File: src/pkg/pfc_pkg.sv
// pfc_pkg: shared constants, register map and types of the thermostat stage control
// assumes temperatures in tenths of a degree, signed 16 bit, evaluation on a periodic tick
package pfc_pkg;
	// register byte offsets on the apb slave
	localparam logic [7:0] PFC_REG_CTRL = 8'h00; // mode, speeds, step, valve format
	localparam logic [7:0] PFC_REG_SETPOINT = 8'h04; // setpoint, tenths of a degree
	localparam logic [7:0] PFC_REG_TEMP = 8'h08; // measured temperature
	localparam logic [7:0] PFC_REG_BAND = 8'h0C; // proportional band, tenths
	localparam logic [7:0] PFC_REG_INTEG = 8'h10; // integral gain shift, 0 = none
	localparam logic [7:0] PFC_REG_VALVE_DIFF = 8'h14; // valve differential
	localparam logic [7:0] PFC_REG_HEAT_DIFF = 8'h18; // three heat differentials, bytes
	localparam logic [7:0] PFC_REG_COOL_DIFF = 8'h1C; // three cool differentials, bytes
	localparam logic [7:0] PFC_REG_STATUS = 8'h20; // outputs, read only
	localparam logic [7:0] PFC_REG_HOLDOFF = 8'h24; // hold-off in ticks
	// control field positions
	localparam int PFC_CTRL_COOL_BIT = 0; // 1 = cooling
	localparam int PFC_CTRL_FAN_BIT = 1; // 1 = fancoil, 0 = continuous
	localparam int PFC_CTRL_NSPD_LSB = 2; // number of speeds, 2 bits
	localparam int PFC_CTRL_STEP_LSB = 4; // step select, 3 bits
	localparam int PFC_CTRL_PCT_BIT = 7; // valve as 0/100 percent
	localparam int PFC_CTRL_ENABLE_BIT = 8; // run the controller
	localparam logic [8:0] PFC_CTRL_RESET = 9'h018; // disabled, heat, 2 speeds, 2% step
	localparam logic [15:0] PFC_DIFF_RESET = 16'h0002; // 0.2 degree
	localparam logic [15:0] PFC_BAND_RESET = 16'h0014; // 2.0 degree
	localparam logic [23:0] PFC_STAGE_RESET = 24'h020202;
	localparam logic [7:0] PFC_PCT_FULL = 8'h64; // 100 percent
	localparam logic [31:0] PFC_UNMAPPED = 32'h0000_0000;
	// timing
	localparam int PFC_CLK_HZ = 25_000_000;
	localparam int PFC_HOLDOFF_S = 120; // two minutes
	localparam longint PFC_HOLDOFF_CYC = longint'(PFC_HOLDOFF_S) * PFC_CLK_HZ;
	localparam logic [15:0] PFC_TICK_DIV = 16'h61A8; // 1 ms evaluation tick at 25 MHz
	localparam logic [23:0] PFC_HOLDOFF_TICKS = 24'h01D4C0; // 120000 ms
	// step table: 1,2,3,4,5,10,20 percent
	function automatic logic [7:0] pfc_step(input logic [2:0] sel);
		case (sel)
			3'h0: pfc_step = 8'h01;
			3'h1: pfc_step = 8'h02;
			3'h2: pfc_step = 8'h03;
			3'h3: pfc_step = 8'h04;
			3'h4: pfc_step = 8'h05;
			3'h5: pfc_step = 8'h0A;
			default: pfc_step = 8'h14;
		endcase
	endfunction : pfc_step
	typedef enum logic [1:0] {PFC_SPD_OFF, PFC_SPD_LOW, PFC_SPD_MID, PFC_SPD_HIGH} pfc_speed_t;
endpackage : pfc_pkg

File: src/pkg/pfc_cfg_if.sv
// pfc_cfg_if: configuration and status carried between the top and its pi worker
// assumes one clock domain; the top derives its fields from its registers, the pi registers pct_q and pct_send
`timescale 1ns/10ps
interface pfc_cfg_if;
	logic tick; // evaluation strobe
	logic cool; // cooling when high
	logic signed [15:0] error; // setpoint minus temperature
	logic [15:0] band; // proportional band
	logic [3:0] integ_shift; // integral divider, 0 disables
	logic [7:0] step; // minimum step percent
	logic [7:0] pct_q; // last sent percentage
	logic pct_send; // one-cycle send pulse
	modport top (output tick, cool, error, band, integ_shift, step, input pct_q, pct_send);
	modport pi (input tick, cool, error, band, integ_shift, step, output pct_q, pct_send);
endinterface : pfc_cfg_if

File: src/verilog/pfc_pi.sv
// pfc_pi: continuous proportional-integral output, clipped and quantised into steps
// assumes error is setpoint minus temperature, positive demands heat
`timescale 1ns/10ps
module pfc_pi (
	input wire logic pclk,
	input wire logic presetn,
	pfc_cfg_if.pi cfg
);
	import pfc_pkg::*;
	logic signed [31:0] integ_q; // accumulated error
	logic signed [31:0] dem; // demand, positive toward full power
	logic signed [31:0] raw; // proportional plus integral
	logic [7:0] pct; // clipped percentage
	logic [7:0] lvl; // quantised level
	logic [7:0] diff; // distance to last sent
	// cooling inverts the sense of the error
	assign dem = cfg.cool ? -32'(cfg.error) : 32'(cfg.error);
	// accumulate only on ticks, clamped to the band so it cannot wind up
	always_ff @(posedge pclk or negedge presetn) begin
		if (!presetn) begin
			integ_q <= '0;
		end else if (cfg.tick && cfg.integ_shift != 4'h0) begin
			// signed compare, so a negative sum clamps to zero and not to the top
			if (integ_q + dem > $signed(32'(cfg.band)) <<< cfg.integ_shift) begin
				integ_q <= 32'(cfg.band) <<< cfg.integ_shift;
			end else if (integ_q + dem < 0) begin
				integ_q <= '0;
			end else begin
				integ_q <= integ_q + dem; // RULE1
			end
		end else if (cfg.integ_shift == 4'h0) begin
			integ_q <= '0; // no integral
		end
	end
	// output = kp*e + ki*int, scaled so the band spans 0..100
	always_comb begin
		raw = dem + (integ_q >>> cfg.integ_shift); // RULE1
		if (raw <= 0) begin
			pct = 8'h00; // RULE2
		end else if (raw >= 32'(cfg.band)) begin
			pct = PFC_PCT_FULL; // RULE2
		end else begin
			pct = 8'((raw * 100) / 32'(cfg.band)); // RULE2
		end
		lvl = 8'((pct / cfg.step) * cfg.step); // RULE3
		diff = (lvl > cfg.pct_q) ? lvl - cfg.pct_q : cfg.pct_q - lvl;
	end
	// send only when a new level differs by at least one step
	always_ff @(posedge pclk or negedge presetn) begin
		if (!presetn) begin
			cfg.pct_q <= 8'h00;
			cfg.pct_send <= 1'b0;
		end else begin
			cfg.pct_send <= 1'b0;
			if (cfg.tick && diff >= cfg.step) begin
				cfg.pct_q <= lvl; // RULE16
				cfg.pct_send <= 1'b1; // RULE3
			end
		end
	end
endmodule : pfc_pi

File: src/verilog/pfc_fan.sv
// pfc_fan: staged fancoil speed and solenoid valve hysteresis
// assumes the top supplies the demand dev already referenced to the error sign; thresholds are built here from the differentials
`timescale 1ns/10ps
module pfc_fan (
	input wire logic pclk,
	input wire logic presetn,
	input wire logic tick,
	input wire logic enable,
	input wire logic signed [15:0] dev, // demand: setpoint-temp (heat) or temp-setpoint
	input wire logic [15:0] valve_diff,
	input wire logic [47:0] stage_diff, // three 16-bit differentials, stage one low
	input wire logic [1:0] nspeeds,
	input wire logic hold_ok, // hold-off expired
	output logic valve_q,
	output pfc_pkg::pfc_speed_t speed_q
);
	import pfc_pkg::*;
	logic signed [17:0] on_th [3]; // turn-on thresholds per stage
	logic signed [17:0] off_th [3]; // turn-off thresholds per stage
	logic [2:0] want; // per-stage hysteresis view
	pfc_speed_t target;
	// thresholds per stage, built once in a loop
	genvar g;
	for (g = 0; g < 3; g++) begin : g_thr
		if (g == 0) begin : g_first
			// stage one falls back to the setpoint when its differential is zero
			assign off_th[g] = (stage_diff[15:0] == 16'h0000) ? 18'sd0 :
				$signed(18'(valve_diff)); // RULE6
			assign on_th[g] = $signed(18'(valve_diff) + 18'(stage_diff[15:0])); // RULE4
		end else begin : g_rest
			assign off_th[g] = on_th[g-1]; // RULE7 RULE8 RULE11 RULE12
			assign on_th[g] = 18'(on_th[g-1] + $signed(18'(stage_diff[16*g +: 16]))); // RULE4
		end
		// hold on between off and on thresholds, switch at the edges
		assign want[g] = (dev > on_th[g]) ? 1'b1 :
			(dev <= off_th[g]) ? 1'b0 : (speed_q > pfc_speed_t'(g)); // RULE4
	end
	// highest stage needed wins, clipped to configured speeds
	always_comb begin
		if (want[2] && nspeeds >= 2'h3) target = PFC_SPD_HIGH; // RULE15
		else if (want[1] && nspeeds >= 2'h2) target = PFC_SPD_MID; // RULE15
		else if (want[0] && nspeeds >= 2'h1) target = PFC_SPD_LOW;
		else target = PFC_SPD_OFF;
	end
	// one enum register makes speeds mutually exclusive; turning up waits for hold-off
	always_ff @(posedge pclk or negedge presetn) begin
		if (!presetn) begin
			speed_q <= PFC_SPD_OFF;
		end else if (!enable) begin
			speed_q <= PFC_SPD_OFF;
		end else if (tick && target != speed_q) begin
			if (target < speed_q || hold_ok) begin
				speed_q <= target; // RULE5 RULE14
			end
		end
	end
	// valve: on past the valve differential, off at the setpoint
	always_ff @(posedge pclk or negedge presetn) begin
		if (!presetn) begin
			valve_q <= 1'b0;
		end else if (!enable) begin
			valve_q <= 1'b0;
		end else if (tick) begin
			// signed compare: a negative demand must never open the valve
			if (dev > $signed(18'(valve_diff)) && hold_ok) begin
				valve_q <= 1'b1; // RULE9 RULE13 RULE14
			end else if (dev <= 0) begin
				valve_q <= 1'b0; // RULE9 RULE13
			end
		end
	end
endmodule : pfc_fan

File: src/verilog/pfc_top.sv
// pfc_top: thermostat stage control with apb registers, pi output and fancoil stages
// assumes apb master on pclk; temperatures written by software in tenths of a degree
// Operation
// RULE1: output is proportional plus integral of error
// RULE2: band spans 0-100, saturates outside
// RULE3: send percentage only on level crossings
// RULE4: up to three speeds, own hysteresis
// RULE5: other speeds off before new speed (the code switches the old speed off and the new one on at the same pclk edge)
// RULE6: heat low speed thresholds below setpoint
// RULE7: heat mid speed thresholds below setpoint
// RULE8: heat high speed thresholds below setpoint
// RULE9: heat valve on below valve differential
// RULE10: cool low speed thresholds above setpoint
// RULE11: cool mid speed thresholds above setpoint
// RULE12: cool high speed thresholds above setpoint
// RULE13: cool valve on above valve differential
// RULE14: hold off activations up to two minutes
// RULE15: drive only configured lower speeds
// RULE16: step selectable 1..20, minimum change sent
// RULE17: valve as switch or 0/100 percent
//
// The register addresses and register access over APB were decided locally.
`timescale 1ns/10ps
module pfc_top #(
	parameter logic [23:0] HOLDOFF_TICKS = pfc_pkg::PFC_HOLDOFF_TICKS,
	parameter logic [15:0] TICK_DIV = pfc_pkg::PFC_TICK_DIV
) (
	input wire logic pclk,
	input wire logic presetn,
	input wire logic psel,
	input wire logic penable,
	input wire logic pwrite,
	input wire logic [7:0] paddr,
	input wire logic [31:0] pwdata,
	output logic [31:0] prdata,
	output logic pready,
	output logic pslverr,
	output logic [7:0] valve_pct, // continuous or 0/100 valve command
	output logic valve_pct_send, // one-cycle pulse with a new percentage
	output logic heat_valve_on, // heating solenoid valve switch
	output logic cool_valve_on, // cooling solenoid valve switch
	output logic fan_speed_low,
	output logic fan_speed_mid,
	output logic fan_speed_high
);
	import pfc_pkg::*;
	pfc_cfg_if cfg ();
	// configuration registers
	logic [8:0] ctrl_q; // control word
	logic signed [15:0] setpoint_q; // setpoint
	logic signed [15:0] temp_q; // measured temperature
	logic [15:0] band_q; // proportional band
	logic [3:0] integ_q; // integral shift
	logic [15:0] valve_diff_q; // valve differential
	logic [23:0] heat_diff_q; // heat stage differentials
	logic [23:0] cool_diff_q; // cool stage differentials
	logic [15:0] tick_cnt_q; // evaluation tick divider
	logic tick_q; // evaluation strobe
	logic [23:0] hold_cnt_q; // ticks since the valve last turned off
	logic hold_ok; // hold-off elapsed
	logic wr_en; // apb write in access phase
	logic valve_on; // fan valve state
	pfc_speed_t speed; // fan speed state
	logic valve_prev_q; // last valve state for edge
	logic [47:0] stage_diff; // selected differentials widened
	logic [23:0] sel_diff; // selected stage bytes
	logic signed [15:0] dev; // demand seen by fan logic

	assign wr_en = psel && penable && pwrite;
	// zero-wait slave, never errors
	assign pready = 1'b1;
	assign pslverr = 1'b0;

	// register writes
	always_ff @(posedge pclk or negedge presetn) begin
		if (!presetn) begin
			ctrl_q <= PFC_CTRL_RESET;
			setpoint_q <= '0;
			temp_q <= '0;
			band_q <= PFC_BAND_RESET;
			integ_q <= 4'h0;
			valve_diff_q <= PFC_DIFF_RESET;
			heat_diff_q <= PFC_STAGE_RESET;
			cool_diff_q <= PFC_STAGE_RESET;
		end else if (wr_en) begin
			case (paddr)
				PFC_REG_CTRL: ctrl_q <= pwdata[8:0];
				PFC_REG_SETPOINT: setpoint_q <= pwdata[15:0];
				PFC_REG_TEMP: temp_q <= pwdata[15:0];
				PFC_REG_BAND: begin
					// a zero band would divide by zero, keep the old value
					if (pwdata[15:0] != 16'h0000) band_q <= pwdata[15:0];
				end
				PFC_REG_INTEG: integ_q <= pwdata[3:0];
				PFC_REG_VALVE_DIFF: valve_diff_q <= pwdata[15:0];
				PFC_REG_HEAT_DIFF: heat_diff_q <= pwdata[23:0];
				PFC_REG_COOL_DIFF: cool_diff_q <= pwdata[23:0];
				default: ; // read-only and unmapped writes ignored
			endcase
		end
	end

	// read mux, registered
	always_ff @(posedge pclk or negedge presetn) begin
		if (!presetn) begin
			prdata <= '0;
		end else if (psel && !penable && !pwrite) begin
			case (paddr)
				PFC_REG_CTRL: prdata <= {23'h0, ctrl_q};
				PFC_REG_SETPOINT: prdata <= {16'h0, setpoint_q};
				PFC_REG_TEMP: prdata <= {16'h0, temp_q};
				PFC_REG_BAND: prdata <= {16'h0, band_q};
				PFC_REG_INTEG: prdata <= {28'h0, integ_q};
				PFC_REG_VALVE_DIFF: prdata <= {16'h0, valve_diff_q};
				PFC_REG_HEAT_DIFF: prdata <= {8'h0, heat_diff_q};
				PFC_REG_COOL_DIFF: prdata <= {8'h0, cool_diff_q};
				PFC_REG_STATUS: prdata <= {16'h0, valve_pct, 2'h0, valve_on, hold_ok,
					2'h0, speed};
				PFC_REG_HOLDOFF: prdata <= {8'h0, hold_cnt_q};
				default: prdata <= PFC_UNMAPPED;
			endcase
		end
	end

	// evaluation tick divider; a long hold-off counts ticks, not clocks
	always_ff @(posedge pclk or negedge presetn) begin
		if (!presetn) begin
			tick_cnt_q <= '0;
			tick_q <= 1'b0;
		end else if (tick_cnt_q >= TICK_DIV - 16'h0001) begin
			tick_cnt_q <= '0;
			tick_q <= 1'b1;
		end else begin
			tick_cnt_q <= tick_cnt_q + 16'h0001;
			tick_q <= 1'b0;
		end
	end

	// hold-off restarts whenever the valve turns off, gating the next activation
	always_ff @(posedge pclk or negedge presetn) begin
		if (!presetn) begin
			hold_cnt_q <= HOLDOFF_TICKS; // first activation needs no wait
			valve_prev_q <= 1'b0;
		end else begin
			valve_prev_q <= valve_on;
			if (valve_prev_q && !valve_on) begin
				hold_cnt_q <= '0; // RULE14
			end else if (tick_q && hold_cnt_q < HOLDOFF_TICKS) begin
				hold_cnt_q <= hold_cnt_q + 24'h000001;
			end
		end
	end
	assign hold_ok = (hold_cnt_q >= HOLDOFF_TICKS);

	// feed the pi worker
	assign cfg.tick = tick_q && ctrl_q[PFC_CTRL_ENABLE_BIT] && !ctrl_q[PFC_CTRL_FAN_BIT];
	assign cfg.cool = ctrl_q[PFC_CTRL_COOL_BIT];
	assign cfg.error = 16'(setpoint_q - temp_q);
	assign cfg.band = band_q;
	assign cfg.integ_shift = integ_q;
	assign cfg.step = pfc_step(ctrl_q[PFC_CTRL_STEP_LSB +: 3]); // RULE16

	pfc_pi u_pi (
		.pclk(pclk),
		.presetn(presetn),
		.cfg(cfg.pi)
	);

	// fan worker sees demand with sign folded so both modes compare alike
	assign dev = ctrl_q[PFC_CTRL_COOL_BIT] ? 16'(temp_q - setpoint_q) : 16'(setpoint_q - temp_q);
	assign sel_diff = ctrl_q[PFC_CTRL_COOL_BIT] ? cool_diff_q : heat_diff_q; // RULE10
	assign stage_diff = {8'h0, sel_diff[23:16], 8'h0, sel_diff[15:8], 8'h0, sel_diff[7:0]};

	pfc_fan u_fan (
		.pclk(pclk),
		.presetn(presetn),
		.tick(tick_q),
		.enable(ctrl_q[PFC_CTRL_ENABLE_BIT] && ctrl_q[PFC_CTRL_FAN_BIT]),
		.dev(dev),
		.valve_diff(valve_diff_q),
		.stage_diff(stage_diff),
		.nspeeds(ctrl_q[PFC_CTRL_NSPD_LSB +: 2]),
		.hold_ok(hold_ok),
		.valve_q(valve_on),
		.speed_q(speed)
	);

	// outputs from flip-flops; valve percent reflects fancoil format or pi value
	always_ff @(posedge pclk or negedge presetn) begin
		if (!presetn) begin
			valve_pct <= 8'h00;
			valve_pct_send <= 1'b0;
			heat_valve_on <= 1'b0;
			cool_valve_on <= 1'b0;
			fan_speed_low <= 1'b0;
			fan_speed_mid <= 1'b0;
			fan_speed_high <= 1'b0;
		end else begin
			if (ctrl_q[PFC_CTRL_FAN_BIT]) begin
				// percent form only when selected, else switch outputs carry it
				// the percentage moves only together with its send strobe
				if (ctrl_q[PFC_CTRL_PCT_BIT] && (valve_on != valve_prev_q)) begin
					valve_pct <= valve_on ? PFC_PCT_FULL : 8'h00; // RULE17
				end
				valve_pct_send <= ctrl_q[PFC_CTRL_PCT_BIT] && (valve_on != valve_prev_q); // RULE17
				heat_valve_on <= !ctrl_q[PFC_CTRL_PCT_BIT] && valve_on && !cfg.cool; // RULE9
				cool_valve_on <= !ctrl_q[PFC_CTRL_PCT_BIT] && valve_on && cfg.cool; // RULE13
			end else begin
				// a mode change must not move the level without a telegram
				if (cfg.pct_send) begin
					valve_pct <= cfg.pct_q; // RULE3
				end
				valve_pct_send <= cfg.pct_send;
				heat_valve_on <= 1'b0;
				cool_valve_on <= 1'b0;
			end
			fan_speed_low <= (speed == PFC_SPD_LOW); // RULE5
			fan_speed_mid <= (speed == PFC_SPD_MID); // RULE5
			fan_speed_high <= (speed == PFC_SPD_HIGH); // RULE5
		end
	end
endmodule : pfc_top

File: config.mk
export PLATFORM = sky130hd
export DESIGN_NAME = pfc_top
export DESIGN_NICKNAME = d
export VERILOG_FILES = /design/src/pkg/pfc_pkg.sv /design/src/pkg/pfc_cfg_if.sv /design/src/verilog/pfc_pi.sv /design/src/verilog/pfc_fan.sv /design/src/verilog/pfc_top.sv
export SDC_FILE = /design/constraint.sdc
export NUM_CORES = 2
export LEC_CHECK = 0
export ABC_CLOCK_PERIOD_IN_PS = 137400
export BUFFER_PORTS_ARGS = -buffer_cell sky130_fd_sc_hd__buf_4
export CAP_MARGIN = 20
export CORE_UTILIZATION = 47
export CTS_CLUSTER_DIAMETER = 50
export CTS_CLUSTER_SIZE = 25
export DETAILED_ROUTE_END_ITERATION = 8
export PLACE_DENSITY = 0.73
export SYNTH_ARGS = -nofsm -noshare
export SYNTH_HDL_FRONTEND = slang
export SYNTH_HIERARCHICAL = 1
export SYNTH_SLANG_ARGS = --single-unit
File: constraint.sdc
create_clock -name pclk -period 137.4 [get_ports pclk]
set_input_delay 27.48 -clock pclk [delete_from_list [all_inputs] [get_ports pclk]]
set_output_delay 27.48 -clock pclk [all_outputs]
set_load 0.01 [all_outputs]
==> flow_summary.toml <==
[critical_path]
max_stage_delay_ns = 0.60
crit_path_start = "setpoint_q[1]"
reg2reg_depth = 571
rr_endpoint = "u_pi/cfg.pct_q[4]"
crit_path_end = "u_pi/cfg.pct_q[4]"
worst_setup_path_end_kind = "flop"
r2r_slack_ns = 9.70
path_class = "flop to flop"
cp.required_ns = 137.94
r2r_start = "setpoint_q[1]"
arrival_ns = 128.24
worst_setup_path_start_kind = "flop"
path_common_cell = "o21a_1"
cp_max_fo = 42
cp_slowest_cell = "or4_1"

[yosys]
yosysSeqAreaShare = 0.119
synth_edf_count = 0
netlist_instances = 6755
synth_area_sq_mm = 0.0525
yosys_warnings = 6
ys_async_sr_fraction = 1.00
synthFlopType = "dfrtp_1"
synthDistinctLibCells = 134
synth_seq_cells = 248
avgSynthCellArea_sq_um = 7.78

[die]
io-pin-count = 93
die_area_sq_mm = 0.113
core_sq_mm = 0.111
die_x_um = 336
die_h_um = 336
rows = 122
initial_utilization = 0.475

[sta]
period_minus_slack_ns = 127.70
timing.slew.headroom = 0.139
final_hold_viol_count = 0
setup_ws_ns = 9.70
post-route-period-util = 0.929
drv_slew = 0
clock.fmax_mhz = 7.83
worstMarginPinSlew_ns = 1.28
skew_ns = 0.0602
setup_viol = 0

[grt]
grt_usage = 0.277
grt_pass1_wl_mm = 258
antenna_found_initial = 4
grt_pass1_vias = 49100
grt_overflow = 0
grt_start_max_net_pins = 110

[clock_network]
clock_path_buffers = 3
cts.sink_count = 248
root_buffer = "clkbuf_16"
tritoncts.num_buffers = 28
clock_latency_ns = 0.62
cts_tree = "built"
cts_hold_buf = 0
clk_pin_slew_ns = 0.09
htreeDepth = 1

[run]
cap_violations = 0

[detailed_routing]
vias_per_cell = 6.23
drc = 0
drtPass1Iterations = 6
wl_per_cell_um = 19.4
vias = 51700
ant_nets = 0
routed_wl_mm = 161
drt_iter0_markers = 4090

[placement]
pre_cts_ws_ns = 7.38
io_buffers = 74
dp_hpwl_mm = 129
globalplace.congestion = 0.960

[finish]
nNetsFinal = 7714
nFillCells = 10600
syn_to_final_growth_pct = 6.66
drive_above_1_share = 0.0970

[worst_hold_path]
hold_depth = 1
holdCritPathClass = "flop to flop"

[outcome]
status = "completed"
-- flip-flops by register name (all words and copies together), names as in the netlist, 2 cells and up --
signal	flops
u_pi/integ_q	31
ctrl_q	9
valve_diff_q	16
temp_q	16
u_pi/cfg.pct_q	8
valve_pct	8
cfg.integ_shift	4
tick_cnt_q	16
cool_diff_q	24
hold_cnt_q	24
setpoint_q	16
u_fan/speed_q	2
heat_diff_q	24
band_q	16
prdata	24
-- logic make-up after synthesis --
family                     Yosys count  share of synthesized area
buffers and inverters              618                     0.0475
and+or+nand+nor                   2234                      0.212
AOI/OAI and AO/OA                 2035                      0.264
muxes                              366                     0.0794
DFF                                248                      0.119
xor gates and xnor gates           362                     0.0608
adders and majority gates          890                      0.219
other                                2                   0.000143
-- worst min path at each step --
stage | start | slack (ns) | endpoint
finish | tick_cnt_q[0] | 0.48 | tick_cnt_q[0]
global route | tick_cnt_q[0] | 0.51 | tick_cnt_q[0]
CTS | tick_cnt_q[0] | 0.49 | tick_cnt_q[0]
detailed placement | prdata[18] | 0.48 | prdata[18]
global placement | prdata[0] | 0.46 | prdata[0]
floorplan | tick_cnt_q[0] | 0.45 | tick_cnt_q[0]
-- cells in the mapped netlist, types with 148 or more instances --
cell type,n,area share
ha_1,844,0.20
nand2_1,633,0.045
nor2_1,467,0.033
a21oi_1,421,0.040
inv_1,387,0.028
o21ai_0,364,0.035
nor3_1,345,0.033
o21a_1,308,0.044
dfrtp_1,230,0.11
xnor2_1,225,0.038
mux2_2,211,0.045
o31ai_1,157,0.022
a21o_1,148,0.021
-- layout make-up --
type | count | area, sq um | area share
clock inverter | 23 | 365 | 0.00652
timing repair buffer | 169 | 1280 | 0.0229
sequential | 248 | 6230 | 0.111
inverter | 389 | 1460 | 0.0261
tap | 1488 | 1860 | 0.0332
antenna | 4 | 10.0 | 0.000179
clock buffer | 29 | 704 | 0.0126
multi-input combinational | 5943 | 44100 | 0.787
-- worst max-delay path: cells and delay by family, from the launching register on --
| family | cells | cell delay (ns) |
|---|---|---|
| mux | 10 | 2.96 |
| buf+inv | 30 | 4.85 |
| compound gates | 348 | 74.26 |
| fa+ha+maj | 48 | 15.34 |
| simple gates | 122 | 26.77 |
| flops | 1 | 0.51 |
| xor+xnor | 13 | 2.63 |
-- routing by layer --
metal,GRT usage,up-vias,wire (um)
met3,0.0262,360,10000
met4,0.116,0,7280
met1,0.362,24400,70500
met5,0,-,0
met2,0.465,1775,73400
li1,-,25100,-
-- layout by cell type (no fill, tap or decap), types with 24 or more instances in the layout --
| cell type | synthesis | routed |
|---|---|---|
| dfrtp_1 | 230 | 227 |
| nor3_1 | 345 | 344 |
| or3_1 | 41 | 41 |
| a211oi_1 | 45 | 45 |
| ha_1 | 844 | 844 |
| nand2_1 | 633 | 633 |
| nor2b_1 | 105 | 104 |
| o211ai_1 | 38 | 38 |
| o21ai_0 | 364 | 364 |
| a21oi_1 | 421 | 417 |
| mux2_1 | 28 | 28 |
| a221oi_1 | 25 | 24 |
| and3_1 | 44 | 44 |
| o21bai_1 | 42 | 41 |
| a21o_1 | 148 | 148 |
| a22o_1 | 39 | 39 |
| conb_1 | 2 | 55 |
| a31oi_1 | 63 | 63 |
| o21ai_1 | 41 | 41 |
| nand3_1 | 112 | 110 |
| or2_2 | 52 | 52 |
| nor2_1 | 467 | 465 |
| xor2_1 | 135 | 135 |
| fa_1 | 46 | 46 |
| xnor2_1 | 225 | 224 |
| nor4_1 | 65 | 65 |
| inv_1 | 387 | 387 |
| nand2b_1 | 86 | 85 |
| nand4_1 | 89 | 89 |
| clkbuf_16 | 0 | 28 |
| a22oi_1 | 42 | 42 |
| mux2i_1 | 107 | 107 |
| o21a_1 | 308 | 308 |
| o31ai_1 | 157 | 157 |
| mux2_2 | 211 | 211 |
| buf_4 | 25 | 167 |
| and2_1 | 53 | 53 |
-- timing repair --
| item | 4_1_cts | 5_1_grt |
|---|---|---|
| gates resized for setup | 0 | 11 |
| endpoints found under the setup margin | 0 | 9 |
| buffers inserted | 0 | 2 |
-- per-stage QoR --
step	std cells	area (sq um)	hold slack, ns	setup TNS (ns)	util
3_5_place_dp	8232	54900	0.477	0	0.496
6_report	8293	56000	0.482	0	0.506
3_3_place_gp	8231	54800	0.463	0	0.496
2_1_floorplan	6808	52700	0.455	0	-
5_1_grt	8292	56000	0.507	-0.0189	0.506
4_1_cts	8284	55900	0.487	0	0.505
Power is not shown: default switching activity piles up to over one toggle a cycle in this logic, so the estimate is an artifact.
